[config.mk]
export PLATFORM = sky130hd
export DESIGN_NAME = csp_clock_ctrl
export DESIGN_NICKNAME = d
export VERILOG_FILES = /design/src/verilog/csp_pkg.sv /design/src/verilog/csp_sync3.sv /design/src/verilog/csp_clock_ctrl.sv
export VERILOG_INCLUDE_DIRS = /design/src /design/src/verilog
export SDC_FILE = /design/constraint.sdc
export NUM_CORES = 1
export LEC_CHECK = 0
export ABC_AREA = 1
export ABC_CLOCK_PERIOD_IN_PS = 1210
export BUFFER_PORTS_ARGS = -buffer_cell sky130_fd_sc_hd__buf_2
export CORE_MARGIN = 2
export CORE_UTILIZATION = 39
export CTS_CLUSTER_SIZE = 14
export DETAILED_ROUTE_END_ITERATION = 6
export HOLD_SLACK_MARGIN = 0.1
export PLACE_DENSITY_LB_ADDON = 0.2
export SLEW_MARGIN = 5
export SYNTH_ARGS = -nofsm -noshare
export SYNTH_HDL_FRONTEND = slang
export SYNTH_SLANG_ARGS = --single-unit
[constraint.sdc]
create_clock -name CLK -period 1.21 [get_ports CLK]
set_input_delay 0.121 -clock CLK [delete_from_list [all_inputs] [get_ports CLK]]
set_output_delay 0.121 -clock CLK [all_outputs]
set_load 0.02 [all_outputs]
[src/verilog/csp_defs.svh]
// offsets, bit positions, reset values and counts of the clock select block
`ifndef CSP_DEFS_SVH
`define CSP_DEFS_SVH

`define CSP_IDX_CLKS      8'h39
`define CSP_IDX_PLL       8'h3A
`define CSP_IDX_STAT      8'h3C

`define CSP_BIT_SYS_PLL   3'd7
`define CSP_BIT_STOP_KEEP 3'd6
`define CSP_BIT_TMR_STOP  3'd3
`define CSP_BIT_WD_STOP   3'd2
`define CSP_BIT_TMR_OSC   3'd1
`define CSP_BIT_WD_OSC    3'd0
`define CSP_BIT_MOD_HI    3'd5
`define CSP_BIT_MOD_LO    3'd4

`define CSP_CLKS_RESET    8'h80
`define CSP_PLL_RESET     8'h00
`define CSP_CLKS_WMASK_N  8'hCF
`define CSP_PLL_WMASK     8'h30

`define CSP_FM_REF_DIV    16
`define CSP_FM_HALF       ((`CSP_FM_REF_DIV) / 2)

`define CSP_RESP_OKAY     2'h0
`define CSP_RESP_SLVERR   2'h2

`endif

[src/verilog/csp_pkg.sv]
// types of the clock select block
package csp_pkg;
	typedef logic [7:0] csp_byte_t;
	typedef logic [11:0] csp_addr_t;
	typedef enum logic [3:0] {
		CSP_FM_OFF = 4'h1,
		CSP_FM_1PC = 4'h2,
		CSP_FM_2PC = 4'h4,
		CSP_FM_4PC = 4'h8
	} csp_fm_e;
endpackage

[src/verilog/csp_sync3.sv]
// three-stage synchroniser, change taken once stages two and three agree
`timescale 1ns/1ps
module csp_sync3 #(
	parameter int WIDTH = 1
) (
	input  wire logic             clk,
	input  wire logic             rst_n,
	input  wire logic [WIDTH-1:0] d,
	output      logic [WIDTH-1:0] q
);
	logic [WIDTH-1:0] s1_reg;
	logic [WIDTH-1:0] s2_reg;
	logic [WIDTH-1:0] s3_reg;

	always_ff @(posedge clk or negedge rst_n)
	begin
		if (!rst_n)
		begin
			s1_reg <= '0;
			s2_reg <= '0;
			s3_reg <= '0;
			q      <= '0;
		end
		else
		begin
			s1_reg <= d;
			s2_reg <= s1_reg;
			s3_reg <= s2_reg;
			for (int i = 0; i < WIDTH; i++)
			begin
				if (s2_reg[i] == s3_reg[i])
					q[i] <= s3_reg[i];
			end
		end
	end
endmodule

[src/verilog/csp_clock_ctrl.sv]
// clock select and pll modulation control with axi4-lite registers
`timescale 1ns/1ps
`include "csp_defs.svh"
module csp_clock_ctrl (
	input  wire logic              CLK,
	input  wire logic              RST_N,
	input  wire csp_pkg::csp_addr_t S_AXI_AWADDR,
	input  wire logic              S_AXI_AWVALID,
	output      logic              S_AXI_AWREADY,
	input  wire logic [31:0]       S_AXI_WDATA,
	input  wire logic [3:0]        S_AXI_WSTRB,
	input  wire logic              S_AXI_WVALID,
	output      logic              S_AXI_WREADY,
	output      logic [1:0]        S_AXI_BRESP,
	output      logic              S_AXI_BVALID,
	input  wire logic              S_AXI_BREADY,
	input  wire csp_pkg::csp_addr_t S_AXI_ARADDR,
	input  wire logic              S_AXI_ARVALID,
	output      logic              S_AXI_ARREADY,
	output      logic [31:0]       S_AXI_RDATA,
	output      logic [1:0]        S_AXI_RRESP,
	output      logic              S_AXI_RVALID,
	input  wire logic              S_AXI_RREADY,
	input  wire logic              SPECIAL_MODE,
	input  wire logic              WRITE_PROTECT,
	input  wire logic              WDOG_ONCE_TAKEN,
	input  wire logic              STOP_ACTIVE,
	input  wire logic              OSC_QUALIFIED,
	input  wire logic              PLL_LOCK_IN,
	input  wire logic              REF_CLK_IN,
	output      logic              BUS_SRC_PLL,
	output      logic              OSC_ENABLE,
	output      logic              TIMER_SRC_OSC,
	output      logic              WDOG_SRC_OSC,
	output      logic              TIMER_RUN,
	output      logic              WDOG_RUN,
	output      logic              TIMER_RESTART,
	output      logic              WDOG_RESTART,
	output      logic              STATUS_CLEAR,
	output      csp_pkg::csp_fm_e  MOD_AMP,
	output      logic              MOD_PHASE
);
	import csp_pkg::*;

	csp_byte_t   clks_reg;
	csp_byte_t   clks_next;
	csp_byte_t   pll_reg;
	logic        lock_reg;
	logic        osc_up_reg;
	logic        osc_up_next;
	logic        qual_all_prev_reg;
	logic        stop_prev_reg;
	logic        wd_once_reg;
	logic        wd_retry_reg;
	logic        aw_rdy_reg;
	logic        ar_rdy_reg;
	logic        lock_s;
	logic        qual_s;
	logic        ref_s;
	logic        ref_prev_reg;
	logic [3:0]  fm_cnt_reg;
	logic        clks_we;
	logic        pll_we;
	logic        stat_hit_w;
	logic        full_stop_entry;
	logic        osc_fall;
	logic        qual_all;
	logic        wd_writable;
	csp_byte_t   wd;
	csp_byte_t   rd_byte;
	logic        rd_hit;

	csp_sync3 #(.WIDTH(3)) u_sync (
		.clk   (CLK),
		.rst_n (RST_N),
		.d     ({PLL_LOCK_IN, OSC_QUALIFIED, REF_CLK_IN}),
		.q     ({lock_s, qual_s, ref_s})
	);

	// write channel decode; address and data taken together
	assign wd = S_AXI_WDATA[7:0];
	assign stat_hit_w = S_AXI_AWADDR == {2'h0, `CSP_IDX_STAT, 2'h0};
	assign clks_we = aw_rdy_reg && S_AXI_WSTRB[0] && !WRITE_PROTECT
		&& S_AXI_AWADDR == {2'h0, `CSP_IDX_CLKS, 2'h0};
	assign pll_we = aw_rdy_reg && S_AXI_WSTRB[0] && !WRITE_PROTECT
		&& clks_reg[`CSP_BIT_SYS_PLL]
		&& S_AXI_AWADDR == {2'h0, `CSP_IDX_PLL, 2'h0};

	assign full_stop_entry = STOP_ACTIVE && !stop_prev_reg
		&& !clks_reg[`CSP_BIT_STOP_KEEP];
	assign qual_all = qual_s && lock_s && lock_reg
		&& !(STOP_ACTIVE && !clks_reg[`CSP_BIT_STOP_KEEP]);

	// oscillator-up status, read-only, lost with lock except in pseudo stop
	always_comb
	begin
		osc_up_next = osc_up_reg;
		if (!qual_s || full_stop_entry || pll_we)
			osc_up_next = 1'b0;
		if (!lock_s && !(STOP_ACTIVE && clks_reg[`CSP_BIT_STOP_KEEP]))
			osc_up_next = 1'b0;
		if (qual_all && !qual_all_prev_reg && !pll_we)
			osc_up_next = 1'b1;
	end
	assign osc_fall = osc_up_reg && !osc_up_next;

	assign wd_writable = SPECIAL_MODE || !wd_once_reg || wd_retry_reg;

	always_comb
	begin
		clks_next = clks_reg;
		if (clks_we)
		begin
			clks_next[`CSP_BIT_SYS_PLL] = wd[7] || !osc_up_reg;
			clks_next[`CSP_BIT_STOP_KEEP] = wd[6];
			clks_next[`CSP_BIT_TMR_STOP] = wd[3];
			clks_next[`CSP_BIT_WD_STOP] = wd[2];
			clks_next[`CSP_BIT_TMR_OSC] = wd[1] && osc_up_reg;
			if (wd_writable)
				clks_next[`CSP_BIT_WD_OSC] = wd[0] && osc_up_reg;
			if (SPECIAL_MODE)
			begin
				clks_next[5] = 1'b0;
				clks_next[4] = 1'b0;
			end
		end
		if (osc_fall || full_stop_entry)
			clks_next[`CSP_BIT_SYS_PLL] = 1'b1;
		if (osc_fall)
		begin
			clks_next[`CSP_BIT_TMR_OSC] = 1'b0;
			clks_next[`CSP_BIT_WD_OSC] = 1'b0;
		end
		clks_next = clks_next & `CSP_CLKS_WMASK_N;
	end

	always_ff @(posedge CLK or negedge RST_N)
	begin
		if (!RST_N)
			clks_reg <= `CSP_CLKS_RESET;
		else
			clks_reg <= clks_next;
	end

	always_ff @(posedge CLK or negedge RST_N)
	begin
		if (!RST_N)
			pll_reg <= `CSP_PLL_RESET;
		else if (pll_we)
			pll_reg <= wd & `CSP_PLL_WMASK;
	end

	// lock status: follows lock, cleared by pll write for one cycle, set again next cycle while lock stays high
	always_ff @(posedge CLK or negedge RST_N)
	begin
		if (!RST_N)
		begin
			lock_reg          <= 1'b0;
			osc_up_reg        <= 1'b0;
			qual_all_prev_reg <= 1'b0;
			stop_prev_reg     <= 1'b0;
		end
		else
		begin
			if (!lock_s || pll_we)
				lock_reg <= 1'b0;
			else if (lock_s && !lock_reg && !pll_we)
				lock_reg <= 1'b1;
			osc_up_reg        <= osc_up_next;
			qual_all_prev_reg <= qual_all;
			stop_prev_reg     <= STOP_ACTIVE;
		end
	end

	// watchdog write-once tracking with one retry after oscillator loss
	always_ff @(posedge CLK or negedge RST_N)
	begin
		if (!RST_N)
		begin
			wd_once_reg  <= 1'b0;
			wd_retry_reg <= 1'b0;
		end
		else
		begin
			if (WDOG_ONCE_TAKEN)
				wd_once_reg <= 1'b1;
			if (osc_fall && clks_reg[`CSP_BIT_WD_OSC] && wd_once_reg)
				wd_retry_reg <= 1'b1;
			else if (clks_we && !SPECIAL_MODE && wd_once_reg
				&& clks_next[`CSP_BIT_WD_OSC])
				wd_retry_reg <= 1'b0;
		end
	end

	// clock source and run enables toward the clock tree and timers
	always_ff @(posedge CLK or negedge RST_N)
	begin
		if (!RST_N)
		begin
			BUS_SRC_PLL   <= 1'b1;
			OSC_ENABLE    <= 1'b1;
			TIMER_SRC_OSC <= 1'b0;
			WDOG_SRC_OSC  <= 1'b0;
			TIMER_RUN     <= 1'b1;
			WDOG_RUN      <= 1'b1;
			TIMER_RESTART <= 1'b0;
			WDOG_RESTART  <= 1'b0;
			STATUS_CLEAR  <= 1'b0;
		end
		else
		begin
			BUS_SRC_PLL <= clks_next[`CSP_BIT_SYS_PLL]
				|| !osc_up_next;
			OSC_ENABLE <= !STOP_ACTIVE
				|| clks_next[`CSP_BIT_STOP_KEEP];
			TIMER_SRC_OSC <= clks_next[`CSP_BIT_TMR_OSC];
			WDOG_SRC_OSC  <= clks_next[`CSP_BIT_WD_OSC];
			TIMER_RUN <= !STOP_ACTIVE
				|| (clks_next[`CSP_BIT_STOP_KEEP]
				&& clks_next[`CSP_BIT_TMR_STOP]
				&& clks_next[`CSP_BIT_TMR_OSC]);
			WDOG_RUN <= !STOP_ACTIVE
				|| (clks_next[`CSP_BIT_STOP_KEEP]
				&& clks_next[`CSP_BIT_WD_STOP]
				&& clks_next[`CSP_BIT_WD_OSC]);
			TIMER_RESTART <= clks_next[`CSP_BIT_TMR_OSC]
				!= clks_reg[`CSP_BIT_TMR_OSC];
			WDOG_RESTART <= clks_next[`CSP_BIT_WD_OSC]
				!= clks_reg[`CSP_BIT_WD_OSC];
			STATUS_CLEAR <= pll_we;
		end
	end

	// modulation amplitude and fref/16 modulation phase
	always_ff @(posedge CLK or negedge RST_N)
	begin
		if (!RST_N)
		begin
			MOD_AMP      <= CSP_FM_OFF;
			MOD_PHASE    <= 1'b0;
			fm_cnt_reg   <= 4'h0;
			ref_prev_reg <= 1'b0;
		end
		else
		begin
			case (pll_reg[`CSP_BIT_MOD_HI:`CSP_BIT_MOD_LO])
				2'h0:    MOD_AMP <= CSP_FM_OFF;
				2'h1:    MOD_AMP <= CSP_FM_1PC;
				2'h2:    MOD_AMP <= CSP_FM_2PC;
				2'h3:    MOD_AMP <= CSP_FM_4PC;
				default: MOD_AMP <= CSP_FM_OFF;
			endcase
			ref_prev_reg <= ref_s;
			if (pll_reg[`CSP_BIT_MOD_HI:`CSP_BIT_MOD_LO] == 2'h0)
			begin
				fm_cnt_reg <= 4'h0;
				MOD_PHASE  <= 1'b0;
			end
			else if (ref_s && !ref_prev_reg)
			begin
				if (fm_cnt_reg == 4'(`CSP_FM_HALF - 1))
				begin
					fm_cnt_reg <= 4'h0;
					MOD_PHASE  <= !MOD_PHASE;
				end
				else
					fm_cnt_reg <= fm_cnt_reg + 4'h1;
			end
		end
	end

	// axi4-lite write path
	always_ff @(posedge CLK or negedge RST_N)
	begin
		if (!RST_N)
		begin
			aw_rdy_reg   <= 1'b0;
			S_AXI_BVALID <= 1'b0;
			S_AXI_BRESP  <= `CSP_RESP_OKAY;
		end
		else
		begin
			aw_rdy_reg <= !aw_rdy_reg && !S_AXI_BVALID
				&& S_AXI_AWVALID && S_AXI_WVALID;
			if (aw_rdy_reg)
			begin
				S_AXI_BVALID <= 1'b1;
				S_AXI_BRESP <= (S_AXI_AWADDR == {2'h0, `CSP_IDX_CLKS, 2'h0}
					|| S_AXI_AWADDR == {2'h0, `CSP_IDX_PLL, 2'h0}
					|| stat_hit_w) ? `CSP_RESP_OKAY : `CSP_RESP_SLVERR;
			end
			else if (S_AXI_BREADY)
				S_AXI_BVALID <= 1'b0;
		end
	end
	assign S_AXI_AWREADY = aw_rdy_reg;
	assign S_AXI_WREADY  = aw_rdy_reg;

	// axi4-lite read path
	always_comb
	begin
		rd_byte = 8'h00;
		rd_hit  = 1'b1;
		if (S_AXI_ARADDR == {2'h0, `CSP_IDX_CLKS, 2'h0})
			rd_byte = clks_reg;
		else if (S_AXI_ARADDR == {2'h0, `CSP_IDX_PLL, 2'h0})
			rd_byte = pll_reg & `CSP_PLL_WMASK;
		else if (S_AXI_ARADDR == {2'h0, `CSP_IDX_STAT, 2'h0})
			rd_byte = {1'b0, STOP_ACTIVE, WRITE_PROTECT, SPECIAL_MODE,
				wd_retry_reg, wd_once_reg, lock_reg, osc_up_reg};
		else
			rd_hit = 1'b0;
	end

	always_ff @(posedge CLK or negedge RST_N)
	begin
		if (!RST_N)
		begin
			ar_rdy_reg   <= 1'b0;
			S_AXI_RVALID <= 1'b0;
			S_AXI_RDATA  <= 32'h00000000;
			S_AXI_RRESP  <= `CSP_RESP_OKAY;
		end
		else
		begin
			ar_rdy_reg <= !ar_rdy_reg && !S_AXI_RVALID && S_AXI_ARVALID;
			if (ar_rdy_reg)
			begin
				S_AXI_RVALID <= 1'b1;
				S_AXI_RDATA  <= {24'h000000, rd_byte};
				S_AXI_RRESP  <= rd_hit ? `CSP_RESP_OKAY : `CSP_RESP_SLVERR;
			end
			else if (S_AXI_RREADY)
				S_AXI_RVALID <= 1'b0;
		end
	end
	assign S_AXI_ARREADY = ar_rdy_reg;
endmodule

==> Word-level counts from Yosys, hierarchy flattened <==
Cells that the tools add are included.
{ "op_classes": {"bitwise": 0, "mul": 0, "n_lt_le_gt_ge": 0, "n_eq_ne": 15, "muxes": 30, "add_sub_neg": 1, "reduce_logical": 77, "n_div": 0, "shift": 0} }
{ "op_table": {"columns": ["operator", "n"], "rows": [
  ["equality test 12 x 8 -> 1 bit (second input constant)", 6],
  ["logical AND 1 bit", 35],
  ["zero test 1 bit", 21],
  ["two-way mux 1 bit", 19],
  ["two-way mux 8 bit", 2],
  ["one-hot mux 4 bit (4 select lines)", 1],
  ["two-way mux 7 bit", 2],
  ["logical OR 1 bit", 13],
  ["two-way mux 4 bit", 3],
  ["nonzero test 2 bit", 6],
  ["two-way mux 2 bit", 3],
  ["adder 4 x 1 -> 4 bit (second input constant)", 1],
  ["equality test 2 bit (second input constant)", 2],
  ["equality test 4 x 3 -> 1 bit (second input constant)", 1],
  ["equality test 1 bit", 3],
  ["equality test 2 x 1 -> 1 bit (second input constant)", 1],
  ["zero test 2 bit", 1],
  ["inequality test 1 bit", 2],
  ["AND reduction 2 bit", 1]
]} }
{ "word_totals": {"latchBits": 0, "in_bits": 74, "out_inout_bits": 55, "ram_bits": 0, "n_memories": 0, "rom_bits": 0, "regBits": 61} }

==> Logic depth before layout (Yosys ltp) <==
Gate-level depths: netlist (run 1).
{ "depth": {"word_depth": 14, "ltp_mapped": 11, "ltp_nobuf": 11} }

==> Hierarchy <==
A second synthesis (run 1) with hierarchy kept.
{ "unflattened": {"hier_cells": 327, "hier_area_um2": 2765.2} }
{ "by_module_without_submodules": {"columns": ["mod", "n_inst", "cells_each", "seq_area_each_um2", "area_each_um2"], "rows": [
  ["csp_clock_ctrl", 1, 303, 1133.6, 2416.1],
  ["csp_sync3", 1, 24, 300.3, 349.1]
]} }

==> Worst setup path after synthesis (run 1) <==
OpenSTA, ideal clock, no wires.
{ "synth_path": {"kind": "reg-to-reg", "start": "register aw_rdy_reg, in the netlist S_AXI_AWREADY", "end": "register TIMER_RESTART", "arrival_time_ns": 1.244, "required_time_ns": 1.087, "stages_incl_launch_ff": 8, "setup_slack_ns": -0.157, "cell_sequence": "dfrtp_1 > nand2_2 > nor2_4 > nand3_4 > nand2_1 > nand2_2 > o21ai_0 > nand2_1"} }
{ "synth_between": {"elab_chain_cells": 12, "elab_cells_between_ends": 16} }
{ "synth_lines": {"columns": ["item", "line", "rtl"], "rows": [
  ["start, declared", "csp_clock_ctrl.sv:55", "logic aw_rdy_reg;"],
  ["start signal, assigned", "csp_clock_ctrl.sv:283", "aw_rdy_reg <= !aw_rdy_reg && !S_AXI_BVALID"],
  ["logical AND 1 bit (*) (2 in series)", "csp_clock_ctrl.sv:83, csp_clock_ctrl.sv:85", null],
  ["logical AND 1 bit (2 in series)", "csp_clock_ctrl.sv:85", "assign pll_we = aw_rdy_reg && S_AXI_WSTRB[0] && !WRITE_PROTECT"],
  ["logical OR 1 bit", "csp_clock_ctrl.sv:98", "if (!qual_s || full_stop_entry || pll_we)"],
  ["two-way mux 1 bit", "csp_clock_ctrl.sv:98", null],
  ["two-way mux 1 bit", "csp_clock_ctrl.sv:100", "if (!lock_s && !(STOP_ACTIVE && clks_reg[`CSP_BIT_STOP_KEEP]))"],
  ["two-way mux 1 bit", "csp_clock_ctrl.sv:102", "if (qual_all && !qual_all_prev_reg && !pll_we)"],
  ["zero test 1 bit", "csp_clock_ctrl.sv:105", "assign osc_fall = osc_up_reg && !osc_up_next;"],
  ["logical AND 1 bit", "csp_clock_ctrl.sv:105", null],
  ["two-way mux 2 bit (*)", "csp_clock_ctrl.sv:129", "if (osc_fall)"],
  ["inequality test 1 bit (*)", "csp_clock_ctrl.sv:226", "TIMER_RESTART <= clks_next[`CSP_BIT_TMR_OSC]"],
  ["end signal, assigned", "csp_clock_ctrl.sv:226", null],
  ["end, declared", "csp_clock_ctrl.sv:37", "output logic TIMER_RESTART,"]
]} }
Every way passes the cells marked *; elsewhere a longest branch is shown, timed or not.
A chain may end at the register's enable or synchronous reset.

==> Worst setup path in the final report (run 1) <==
{ "layout_path": {"start": "register clks_reg[7]", "end": "register TIMER_RESTART"} }
{ "layout_between": {"elab_chain_cells": 10, "elab_cells_between_ends": 12} }
{ "layout_lines": {"columns": ["item", "line", "rtl"], "rows": [
  ["start, declared", "csp_clock_ctrl.sv:45", "csp_byte_t clks_reg;"],
  ["start signal, assigned", "csp_clock_ctrl.sv:140", "clks_reg <= `CSP_CLKS_RESET;"],
  ["start signal, assigned", "csp_clock_ctrl.sv:142", "clks_reg <= clks_next;"],
  ["logical AND 1 bit (*) (2 in series)", "csp_clock_ctrl.sv:85", null],
  ["logical OR 1 bit", "csp_clock_ctrl.sv:98", null],
  ["two-way mux 1 bit", "csp_clock_ctrl.sv:98", null],
  ["two-way mux 1 bit", "csp_clock_ctrl.sv:100", null],
  ["two-way mux 1 bit (*)", "csp_clock_ctrl.sv:102", null],
  ["zero test 1 bit (*)", "csp_clock_ctrl.sv:105", null],
  ["logical AND 1 bit (*)", "csp_clock_ctrl.sv:105", null],
  ["two-way mux 2 bit (*)", "csp_clock_ctrl.sv:129", null],
  ["via clks_next[1]", "csp_clock_ctrl.sv:46", "csp_byte_t clks_next;"],
  ["inequality test 1 bit (*)", "csp_clock_ctrl.sv:226", null]
]} }
Mark *: on every way through the listed nets, which the timed path passes. The rest lies on a longest branch.

==> key figures, run 1 <==
Flow run
  – Max-cap violations: 0

Synth
  – Simple-gate portion of the synthesized area: 0.251
  – Post-Synth XOR/XNOR Area: 0.00322
  – Largest family of logic cells by synthesized area: simple AND/OR/NAND/NOR gates
  – Syn_area_per_cell: 8.66 µm²
  – Post-synthesis compound-gate area fraction: 0.0547
  – Yosys reg bits: 57
  – Synth Flop Type: dfrtp_1
  – Area share of fa/ha/maj cells after synthesis: 0.0156
  – Async SR Flop Fraction: 1.00
  – Mapped cell area: 0.00272 mm²
  – Post-synthesis cell count: 314
  – Number of flops mapped to enable cells by yosys: 0
  – Post-synthesis sequential area ratio: 0.527
  – Post-synthesis cell type count: 33
  – Synth Warn #: 0
  – Mux cell area share after synthesis: 0.00368

Drt
  – Avg Vias per Cell: 4.40
  – Drt pass-1 iters: 4
  – Initial DRC count: 86
  – Final wirelength: 6090 µm
  – Remaining DRCs: 0
  – Vias: 2365
  – Routed len/inst: 11.3 µm
  – Routed Antenna Nets: 0

STA
  – Fin Hold WS: 0.171 ns
  – Min Clock Period, post-route: 1.32 ns
  – Fmax: 757 MHz
  – Setup_tns: -0.614 ns
  – Max Slew Vio Count: 0
  – Final WS setup: -0.111 ns
  – RSZ-0062 raised after global routing: true
  – Worst Skew: 0.0116 ns
  – Final setup violation count: 11
  – Final worst path period share: 1.09
  – Number of hold violations in the final report: 0

Placed design
  – Final HPWL DP: 4430 µm
  – Gpl congestion: 0.852
  – I/O Buffers: 75
  – Placed cells: 494

Clock tree
  – Max Root-Sink Buffers: 2
  – CTS sink count: 57
  – Reg clk slew, reported paths: 0.06 ns
  – Root buffer cell: clkbuf_8
  – TritonCTS clock tree: built
  – Worst skew pair latency: 0.33 ns
  – CTS Buf Count: 9
  – H-tree Lvls: 3

Pwr
  – Pwr per Cell Area: 1220 mW/mm²
  – Lkg Pwr: 2.11 nW
  – Maximum VDD drop: 0.646 mV

Cells and area
  – Fill count: 650
  – Diode count: 0
  – Share of post-route cells with drive strength above 1: 0.387
  – Fin cells: 537
  – Max reg flops: 8
  – Final core occ: 0.570
  – FF/Latch Area: 0.00144 mm²
  – Multi-input logic area: 0.00110 mm²
  – Layout area overhead: 41.6%
  – Total Nets Final: 527

Worst setup path
  – Crit Path Class: reg -> reg
  – Critical Path Most Common Cell: nand2_1
  – CP max-delay cell: dfstp_2
  – Worst EP required: 1.42 ns
  – Worst-path fanout max: 4
  – Critical path cell sequence: inv_2 > nor3_2 > nand3_2 > nand2_2 > nand2_4 > inv_4 > nor2_4 > nand2_1 > nand2_1
  – CP startpoint kind: flop
  – Worst setup EP type: flop
  – Critical Path Max Stage Delay: 0.54 ns
  – Critical path arrival: 1.53 ns

Die
  – Row count: 30
  – Die area: 0.00766 mm²
  – I/O pin cnt: 129
  – Die Y: 87.5 µm
  – Core Box Area: 0.00676 mm²
  – Initial Util: 0.403
  – Die W: 87.5 µm

Global route
  – Total gr overflow: 0
  – Initial antenna violation count: 0
  – GRT Util Overall: 0.162
  – Largest net degree at the start of global routing: 49
  – First-pass GRT wire length: 9490 µm
  – Vias in the first global route: 2163

Run status
  – Failing checks: negative setup slack
  – Outcome: finished, violations left

Worst hold path
  – Min-delay worst type: in -> reg
-- cell type report --
type | instances | area share
Clock buffer | 14 | 0.0422
Tap cell | 80 | 0.0260
Sequential cell | 57 | 0.373
Timing Repair Buffer | 130 | 0.222
Clock inverter | 2 | 0.00325
Inverter | 49 | 0.0490
Multi-Input combinational cell | 205 | 0.285
-- report_power, final --
part	switching (mW)	total, mW	internal (mW)	leakage (nW)
registers	0.0957	2.16	2.07	0.684
clock network	0.710	1.56	0.854	0.0867
logic	0.539	0.960	0.421	1.34
-- Yosys cell counts, types with 2 or more instances --
| cell type | instances | area share |
|---|---|---|
| a21oi_1 | 2 | 0.0037 |
| buf_4 | 27 | 0.075 |
| dfrtp_1 | 51 | 0.47 |
| dfstp_2 | 6 | 0.058 |
| inv_1 | 47 | 0.065 |
| inv_2 | 2 | 0.0028 |
| maj3_1 | 3 | 0.011 |
| nand2_1 | 73 | 0.10 |
| nand2_2 | 7 | 0.016 |
| nand3_1 | 11 | 0.020 |
| nand3b_1 | 2 | 0.0055 |
| nand4_1 | 4 | 0.0092 |
| nor2_1 | 31 | 0.043 |
| nor2_2 | 3 | 0.0069 |
| nor2_4 | 3 | 0.012 |
| nor3_1 | 6 | 0.011 |
| o21a_1 | 2 | 0.0055 |
| o21ai_0 | 18 | 0.033 |
| o31ai_1 | 2 | 0.0055 |
-- per-layer routing --
metal | routed length [µm] | track usage | part of all wire | vias to the layer above
li1 | - | - | - | 1193
met1 | 2850 | 0.212 | 0.47 | 1090
met2 | 2830 | 0.257 | 0.46 | 69
met3 | 296 | 0.0322 | 0.049 | 13
met4 | 110 | 0.0797 | 0.018 | 0
met5 | 0 | 0 | 0 | -
-- through the flow --
stage | power (mW) | setup WS [ns] | instance area, µm²
2_1_floorplan | 2.70 | -0.0655 | 2820
3_3_place_gp | 2.96 | -0.113 | 3310
3_5_place_dp | 2.98 | -0.139 | 3310
4_1_cts | 4.61 | -0.100 | 3680
5_1_grt | 4.95 | -0.190 | 3850
6_report | 4.69 | -0.111 | 3850
-- worst max-delay path: cells and delay by family (launching register included) --
| kind | cells | cell delay, ns |
|---|---|---|
| buffers and inverters | 2 | 0.11 |
| flip-flops | 1 | 0.54 |
| AND/OR/NAND/NOR | 7 | 0.57 |
-- path summary, 6_finish.rpt --
kind	from	end	slack [ns]	cells past startpoint
setup / recovery	clks_reg[7]	TIMER_RESTART	-0.11	9
max in group asynchronous	RST_N	clks_reg[7]	0.42	3
hold / removal	STOP_ACTIVE	qual_all_prev_reg	0.17	3
hold reg to reg	u_sync.s1_reg[0]	u_sync.s2_reg[0]	0.35	0
min in group asynchronous	RST_N	fm_cnt_reg[3]	0.19	2
setup reg to reg	clks_reg[7]	TIMER_RESTART	-0.11	9
-- placed cells by master (no fill, tap or decap), types with 8 or more instances in the layout --
master	count
conb_1	26
nand2_1	68
nand3_1	9
inv_1	41
o21ai_0	12
dlygate4sd3_1	15
nor2_1	27
buf_4	35
nand2_2	8
clkbuf_8	11
buf_2	75
dfrtp_1	50
-- cells by family (layout without fill, tap and decap cells) --
logic type | count (synthesis) | after routing
DFF | 57 | 57
adders and majority gates | 4 | 4
xor gates and xnor gates | 1 | 1
other | 1 | 26
muxes | 1 | 1
and+or+nand+nor | 146 | 146
AOI/OAI and AO/OA | 27 | 27
buffers and inverters | 77 | 195
-- repair_timing --
action / CTS / global route
buffers inserted: 2 / 10
endpoints found under the setup margin: 13 / 23
pin swaps: 5 / 20
hold endpoints to repair: 68 / 0
gates resized for setup: 10 / 31
hold buffers: 15 / 0
No activity file was read; power rests on OpenSTA's default activity.
==> run 2: changes to the inputs <==
Settings changed: BUFFER_PORTS_ARGS -buffer_cell sky130_fd_sc_hd__buf_2 to not set, DONT_BUFFER_PORTS set to 1.
==> key figures, run 2 (synthesized netlist as in run 1, its figures left out) <==
Worst setup path
  – CP startpoint kind: flop
  – Worst-path fanout max: 4
  – Critical path arrival: 1.59 ns
  – Crit Path Class: reg -> reg
  – Flop2flop setup slack: -0.16 ns
  – Crit Reg-Reg Startpoint: clks_reg[7]
  – Worst EP required: 1.43 ns
  – RR Endpoint: TIMER_RESTART
  – Reg2Reg Depth: 9
  – Worst setup EP type: flop

Cells and area
  – Diode count: 0
  – Final instance area: 0.00349 mm²
  – Commonest non-fill, non-tap cell in the layout: nand2_1
  – Total Nets Final: 449
  – Most frequent cells in the layout: nand2_1 (64), dfrtp_1 (50), inv_1 (42)
  – Fill count: 645
  – Fin cells: 459
  – Final core occ: 0.517
  – Layout area overhead: 28.4%
  – Share of post-route cells with drive strength above 1: 0.269
  – Max reg flops: 8

Die
  – Initial Util: 0.403
  – Row count: 30
  – Core Box Area: 0.00676 mm²
  – Die area: 0.00766 mm²
  – Die Y: 87.5 µm
  – Die W: 87.5 µm
  – I/O pin cnt: 129

Global route
  – Most Crowded Layer GR: met2
  – Total gr overflow: 0
  – Largest net degree at the start of global routing: 58
  – First-pass GRT wire length: 9200 µm
  – Met3 usage: 0.0758
  – GRT Util Overall: 0.159
  – Initial antenna violation count: 0
  – Vias in the first global route: 1988
  – GR Util met2: 0.257
  – Met1 track demand over resource: 0.190

STA
  – Fmax: 731 MHz
  – Fin Hold WS: -0.521 ns
  – Worst Skew: 0.00672 ns
  – Min Clock Period, post-route: 1.37 ns
  – Max Slew Vio Count: 0
  – Final WS setup: -0.158 ns
  – Final worst path period share: 1.13
  – Number of hold violations in the final report: 57
  – Final setup violation count: 13
  – RSZ-0062 raised after global routing: true

Run status
  – Outcome: finished, violations left
  – Failing checks: negative hold slack, negative setup slack

Pwr
  – Internal power: 3.53 mW
  – Sequential share of power: 0.472
  – Maximum VDD drop: 0.924 mV
  – Clk network pwr share: 0.396
  – Power, Total: 4.78 mW
  – Sw Share: 0.261
  – Pwr per Cell Area: 1370 mW/mm²
  – Net Sw Power: 1.25 mW
  – Gate power share: 0.132
  – Lkg Pwr: 1.81 nW

Clock tree
  – CTS Buf Count: 9
  – Root buffer cell: clkbuf_8
  – TritonCTS clock tree: built
  – Max Root-Sink Buffers: 2
  – Worst skew pair latency: 0.33 ns
  – Hold_buf cts: 15
  – Reg clk slew, reported paths: 0.06 ns
  – CTS sink count: 57
  – H-tree Lvls: 3

Flow run
  – Max-cap violations: 0

Drt
  – Drt pass-1 iters: 4
  – Vias: 2074
  – Routed Antenna Nets: 0
  – Remaining DRCs: 0
  – Avg Vias per Cell: 4.52
  – Routed len/inst: 12.5 µm
  – Final wirelength: 5730 µm
  – Initial DRC count: 50

Placed design
  – I/O Buffers: 0
  – Gpl congestion: 0.821
  – Placed cells: 416
  – Placed Instance Area: 0.00290 mm²
  – Final HPWL DP: 4010 µm

Worst hold path
  – Min-delay worst type: in -> async
[run 2: through the flow]
step	worst slack, ns	TNS [ns]
global placement	-0.122	-0.596
global route	-0.231	-2.25
floorplan	-0.0655	-0.146
finish	-0.158	-1.35
CTS	-0.167	-1.44
detailed placement	-0.166	-0.961
[run 2: cell type report]
class | count | area [µm²] | area share
clock inverters | 2 | 35.0 | 0.0100
repair buffers | 52 | 445 | 0.128
clock buffers | 14 | 183 | 0.0523
flip-flops and latches | 57 | 1440 | 0.411
well taps | 80 | 100 | 0.0287
inverters | 49 | 191 | 0.0548
multi-input cells | 205 | 1100 | 0.316
[run 2: per-layer routing]
layer / routed length [µm] / part of all wire
met4: 58 / 0.010
met3: 482 / 0.084
met1: 2420 / 0.42
met5: 0 / 0
met2: 2770 / 0.48
[run 2: worst max path at each step]
stage / from / end / depth (start not counted)
2_1_floorplan: S_AXI_AWREADY / TIMER_RESTART / 7
3_3_place_gp: clks_reg[7] / WDOG_RESTART / 9
3_5_place_dp: clks_reg[7] / WDOG_RESTART / 9
4_1_cts: clks_reg[7] / WDOG_RESTART / 9
5_1_grt: clks_reg[7] / TIMER_RESTART / 9
6_report: clks_reg[7] / TIMER_RESTART / 9
[run 2: what timing repair did]
action / 4_1_cts / 5_1_grt
hold endpoints to repair: 77 / 57
buffers inserted: 7 / 7
pin swaps: 4 / 14
endpoints found under the setup margin: 14 / 19
resized for setup: 8 / 35
[run 2: power groups by stage]
stage | combinational, mW | sequential [mW] | clock, mW
detailed placement | 0.497 | 2.27 | 0
floorplan | 0.429 | 2.27 | 0
finish | 0.632 | 2.25 | 1.89
global placement | 0.490 | 2.27 | 0
global route | 0.715 | 2.28 | 2.05
CTS | 0.565 | 2.24 | 1.95
[run 2: critical path: stages, from the launching register on]
cell and delay, ns:
dfstp_2 0.53, inv_2 0.04, nor3_2 0.16, nand3_2 0.14, nand2_4 0.10, nand2_4 0.07, inv_4 0.07, nor2_4 0.04
nand2_1 0.05, nand2_1 0.05
==> run 3: changes to the inputs <==
Settings changed: ABC_AREA 1 to not set, TNS_END_PERCENT set to 50.
==> key figures, run 3 <==
Run status
  – Outcome: finished, violations left
  – Failing checks: negative hold slack, negative setup slack

Pwr
  – Sw Share: 0.256
  – Lkg Pwr: 1.58 nW
  – Power, Total: 4.66 mW
  – Internal power: 3.46 mW
  – Gate power share: 0.098
  – Clk network pwr share: 0.423
  – Sequential share of power: 0.478
  – Pwr per Cell Area: 1350 mW/mm²
  – Maximum VDD drop: 1.02 mV
  – Net Sw Power: 1.20 mW

Synth
  – Synth Warn #: 0
  – Most common cell in the netlist: dfrtp_1
  – Main area contributors after synthesis: dfrtp_1 (49%), buf_4 (7.8%), dfstp_2 (6.1%), nand2_1 (3.8%), nor2b_1 (2.7%)
  – Post-synthesis cell type count: 49
  – Synth top area share: 0.492
  – Yosys reg bits: 57
  – Syn_area_per_cell: 10.9 µm²
  – Area leader, netlist: dfrtp_1
  – Synth Flop Type: dfrtp_1
  – Number of flops mapped to enable cells by yosys: 0
  – Commonest cells post-synth: dfrtp_1 (51), buf_4 (27), nand2_1 (26)
  – Post-synthesis sequential area ratio: 0.553
  – Mapped cell area: 0.00259 mm²
  – Post-synthesis cell count: 239
  – Async SR Flop Fraction: 1.00

Global route
  – GRT Util Overall: 0.158
  – Largest net degree at the start of global routing: 58
  – Vias in the first global route: 1792
  – Total gr overflow: 0
  – First-pass GRT wire length: 8710 µm
  – Initial antenna violation count: 1

Flow run
  – Max-cap violations: 0

Cells and area
  – Commonest non-fill, non-tap cell in the layout: dfrtp_1
  – Final instance area: 0.00345 mm²
  – Share of post-route cells with drive strength above 1: 0.298
  – Fill count: 550
  – Final core occ: 0.540
  – Multi-input logic area: 0.00110 mm²
  – FF/Latch Area: 0.00144 mm²
  – Max reg flops: 8
  – Fin cells: 390
  – Total Nets Final: 382
  – Most frequent cells in the layout: dfrtp_1 (50), buf_4 (35), conb_1 (26)
  – Layout area overhead: 32.9%

Clock tree
  – Worst skew pair latency: 0.34 ns
  – Max Root-Sink Buffers: 2
  – Reg clk slew, reported paths: 0.07 ns
  – Root buffer cell: clkbuf_8
  – H-tree Lvls: 3
  – TritonCTS clock tree: built
  – CTS Buf Count: 9
  – CTS sink count: 57
  – Hold_buf cts: 24

Drt
  – Vias: 1863
  – Final wirelength: 5470 µm
  – Remaining DRCs: 0
  – Routed Antenna Nets: 0
  – Initial DRC count: 96
  – Drt pass-1 iters: 4
  – Routed len/inst: 14.0 µm
  – Avg Vias per Cell: 4.78

STA
  – Worst Skew: 0.0111 ns
  – Final setup violation count: 25
  – RSZ-0062 raised after global routing: true
  – Max Slew Vio Count: 0
  – Fin Hold WS: -0.527 ns
  – Final worst path period share: 1.44
  – Final WS setup: -0.535 ns
  – Setup_tns: -7.97 ns
  – Number of hold violations in the final report: 57
  – Min Clock Period, post-route: 1.75 ns
  – Fmax: 573 MHz

Worst setup path
  – Crit Path Class: reg -> reg
  – Worst EP required: 1.44 ns
  – Critical path arrival: 1.97 ns
  – Worst setup EP type: flop
  – Worst-path fanout max: 6
  – CP startpoint kind: flop
  – Flop2flop setup slack: -0.54 ns

Die
  – Die Y: 85.6 µm
  – Row count: 29
  – Initial Util: 0.406
  – Core Box Area: 0.00639 mm²
  – Die W: 85.6 µm
  – I/O pin cnt: 129
  – Die area: 0.00732 mm²

Placed design
  – Final HPWL DP: 3760 µm
  – I/O Buffers: 0
  – Placed Instance Area: 0.00286 mm²
  – Gpl congestion: 0.810
  – Placed cells: 343

Worst hold path
  – Min-delay worst type: in -> async
==> run 3: changes by cell type after synthesis, moves of 5 or more <==
cell     change
a21oi_1      +7
a22oi_1      +5
inv_1       -41
nand2_1     -47
nand2_2      -7
nor2_1      -13
nor2b_1     +11
o21ai_0      -7
==> run 3: power by group through the flow <==
stage                     clock, mW  sequential [mW]  combinational (mW)
after floorplan                   0             2.25               0.318
after detailed placement          0             2.27               0.377
after CTS                      2.03             2.23               0.452
after global placement            0             2.26               0.370
after global routing           2.11             2.24               0.502
final                          1.97             2.23               0.459
==> run 3: path summary, 6_finish.rpt <==
check                                 start          endpoint  cells after the start
min reg2reg                u_sync.s1_reg[2]  u_sync.s2_reg[2]                      0
max reg2reg                   S_AXI_AWREADY      wd_retry_reg                      6
min in group CLK            S_AXI_ARADDR[3]    S_AXI_RRESP[1]                      4
min                                   RST_N      WDOG_RESTART                      0
max in group asynchronous             RST_N       clks_reg[7]                      0
max                           S_AXI_AWREADY      wd_retry_reg                      6
==> run 3: what timing repair did <==
action	4_1_cts	5_1_grt
endpoints found under the hold margin	84	57
setup buffers	5	1
resized for setup	16	7
pin swaps	11	5
setup endpoints to repair	25	26
==> run 3: cell type report <==
cell class / count / share of cell area
Tap cell: 77 / 0.0279
Multi-Input combinational cell: 169 / 0.319
Timing Repair Buffer: 64 / 0.166
Antenna cell: 1 / 0.000726
Clock buffer: 11 / 0.0410
Sequential cell: 57 / 0.416
Inverter: 6 / 0.00653
Clock inverter: 5 / 0.0229
==> run 3: cell families (layout without fill, tap and decap cells) <==
group           after synthesis  in the layout  synth area share
fa+ha+maj                     4              4            0.0164
buf+inv                      38             86            0.0974
xor+xnor                      3              3            0.0101
other cells                   1             27           0.00145
flops                        57             57             0.553
mux                           3              3            0.0130
compound gates               39             39            0.0984
simple gates                 94             94             0.210
==> run 3: per-layer routing <==
layer	up-vias	part of all wire	wire length (µm)	track usage
met5	-	0	0	0
met4	0	0.016	86	0.0519
met3	7	0.075	410	0.0808
met2	65	0.48	2630	0.234
met1	882	0.43	2340	0.201
li1	909	-	-	-
==> run 3: worst max-delay path, stage by stage (launching register included) <==
cell       delay, ns
dfrtp_2         0.36
nand4bb_1       0.14
or4_4           0.45
nand2b_4        0.19
nor4b_4         0.23
nand4b_1        0.12
o2bb2ai_1       0.13
==> run 3: per-stage QoR <==
step / worst slack (ns) / hold slack, ns
5_1_grt: -0.617 / -0.558
4_1_cts: -0.531 / -0.553
3_5_place_dp: -0.611 / -0.173
2_1_floorplan: -0.641 / -0.175
3_3_place_gp: -0.580 / -0.173
6_report: -0.535 / -0.527
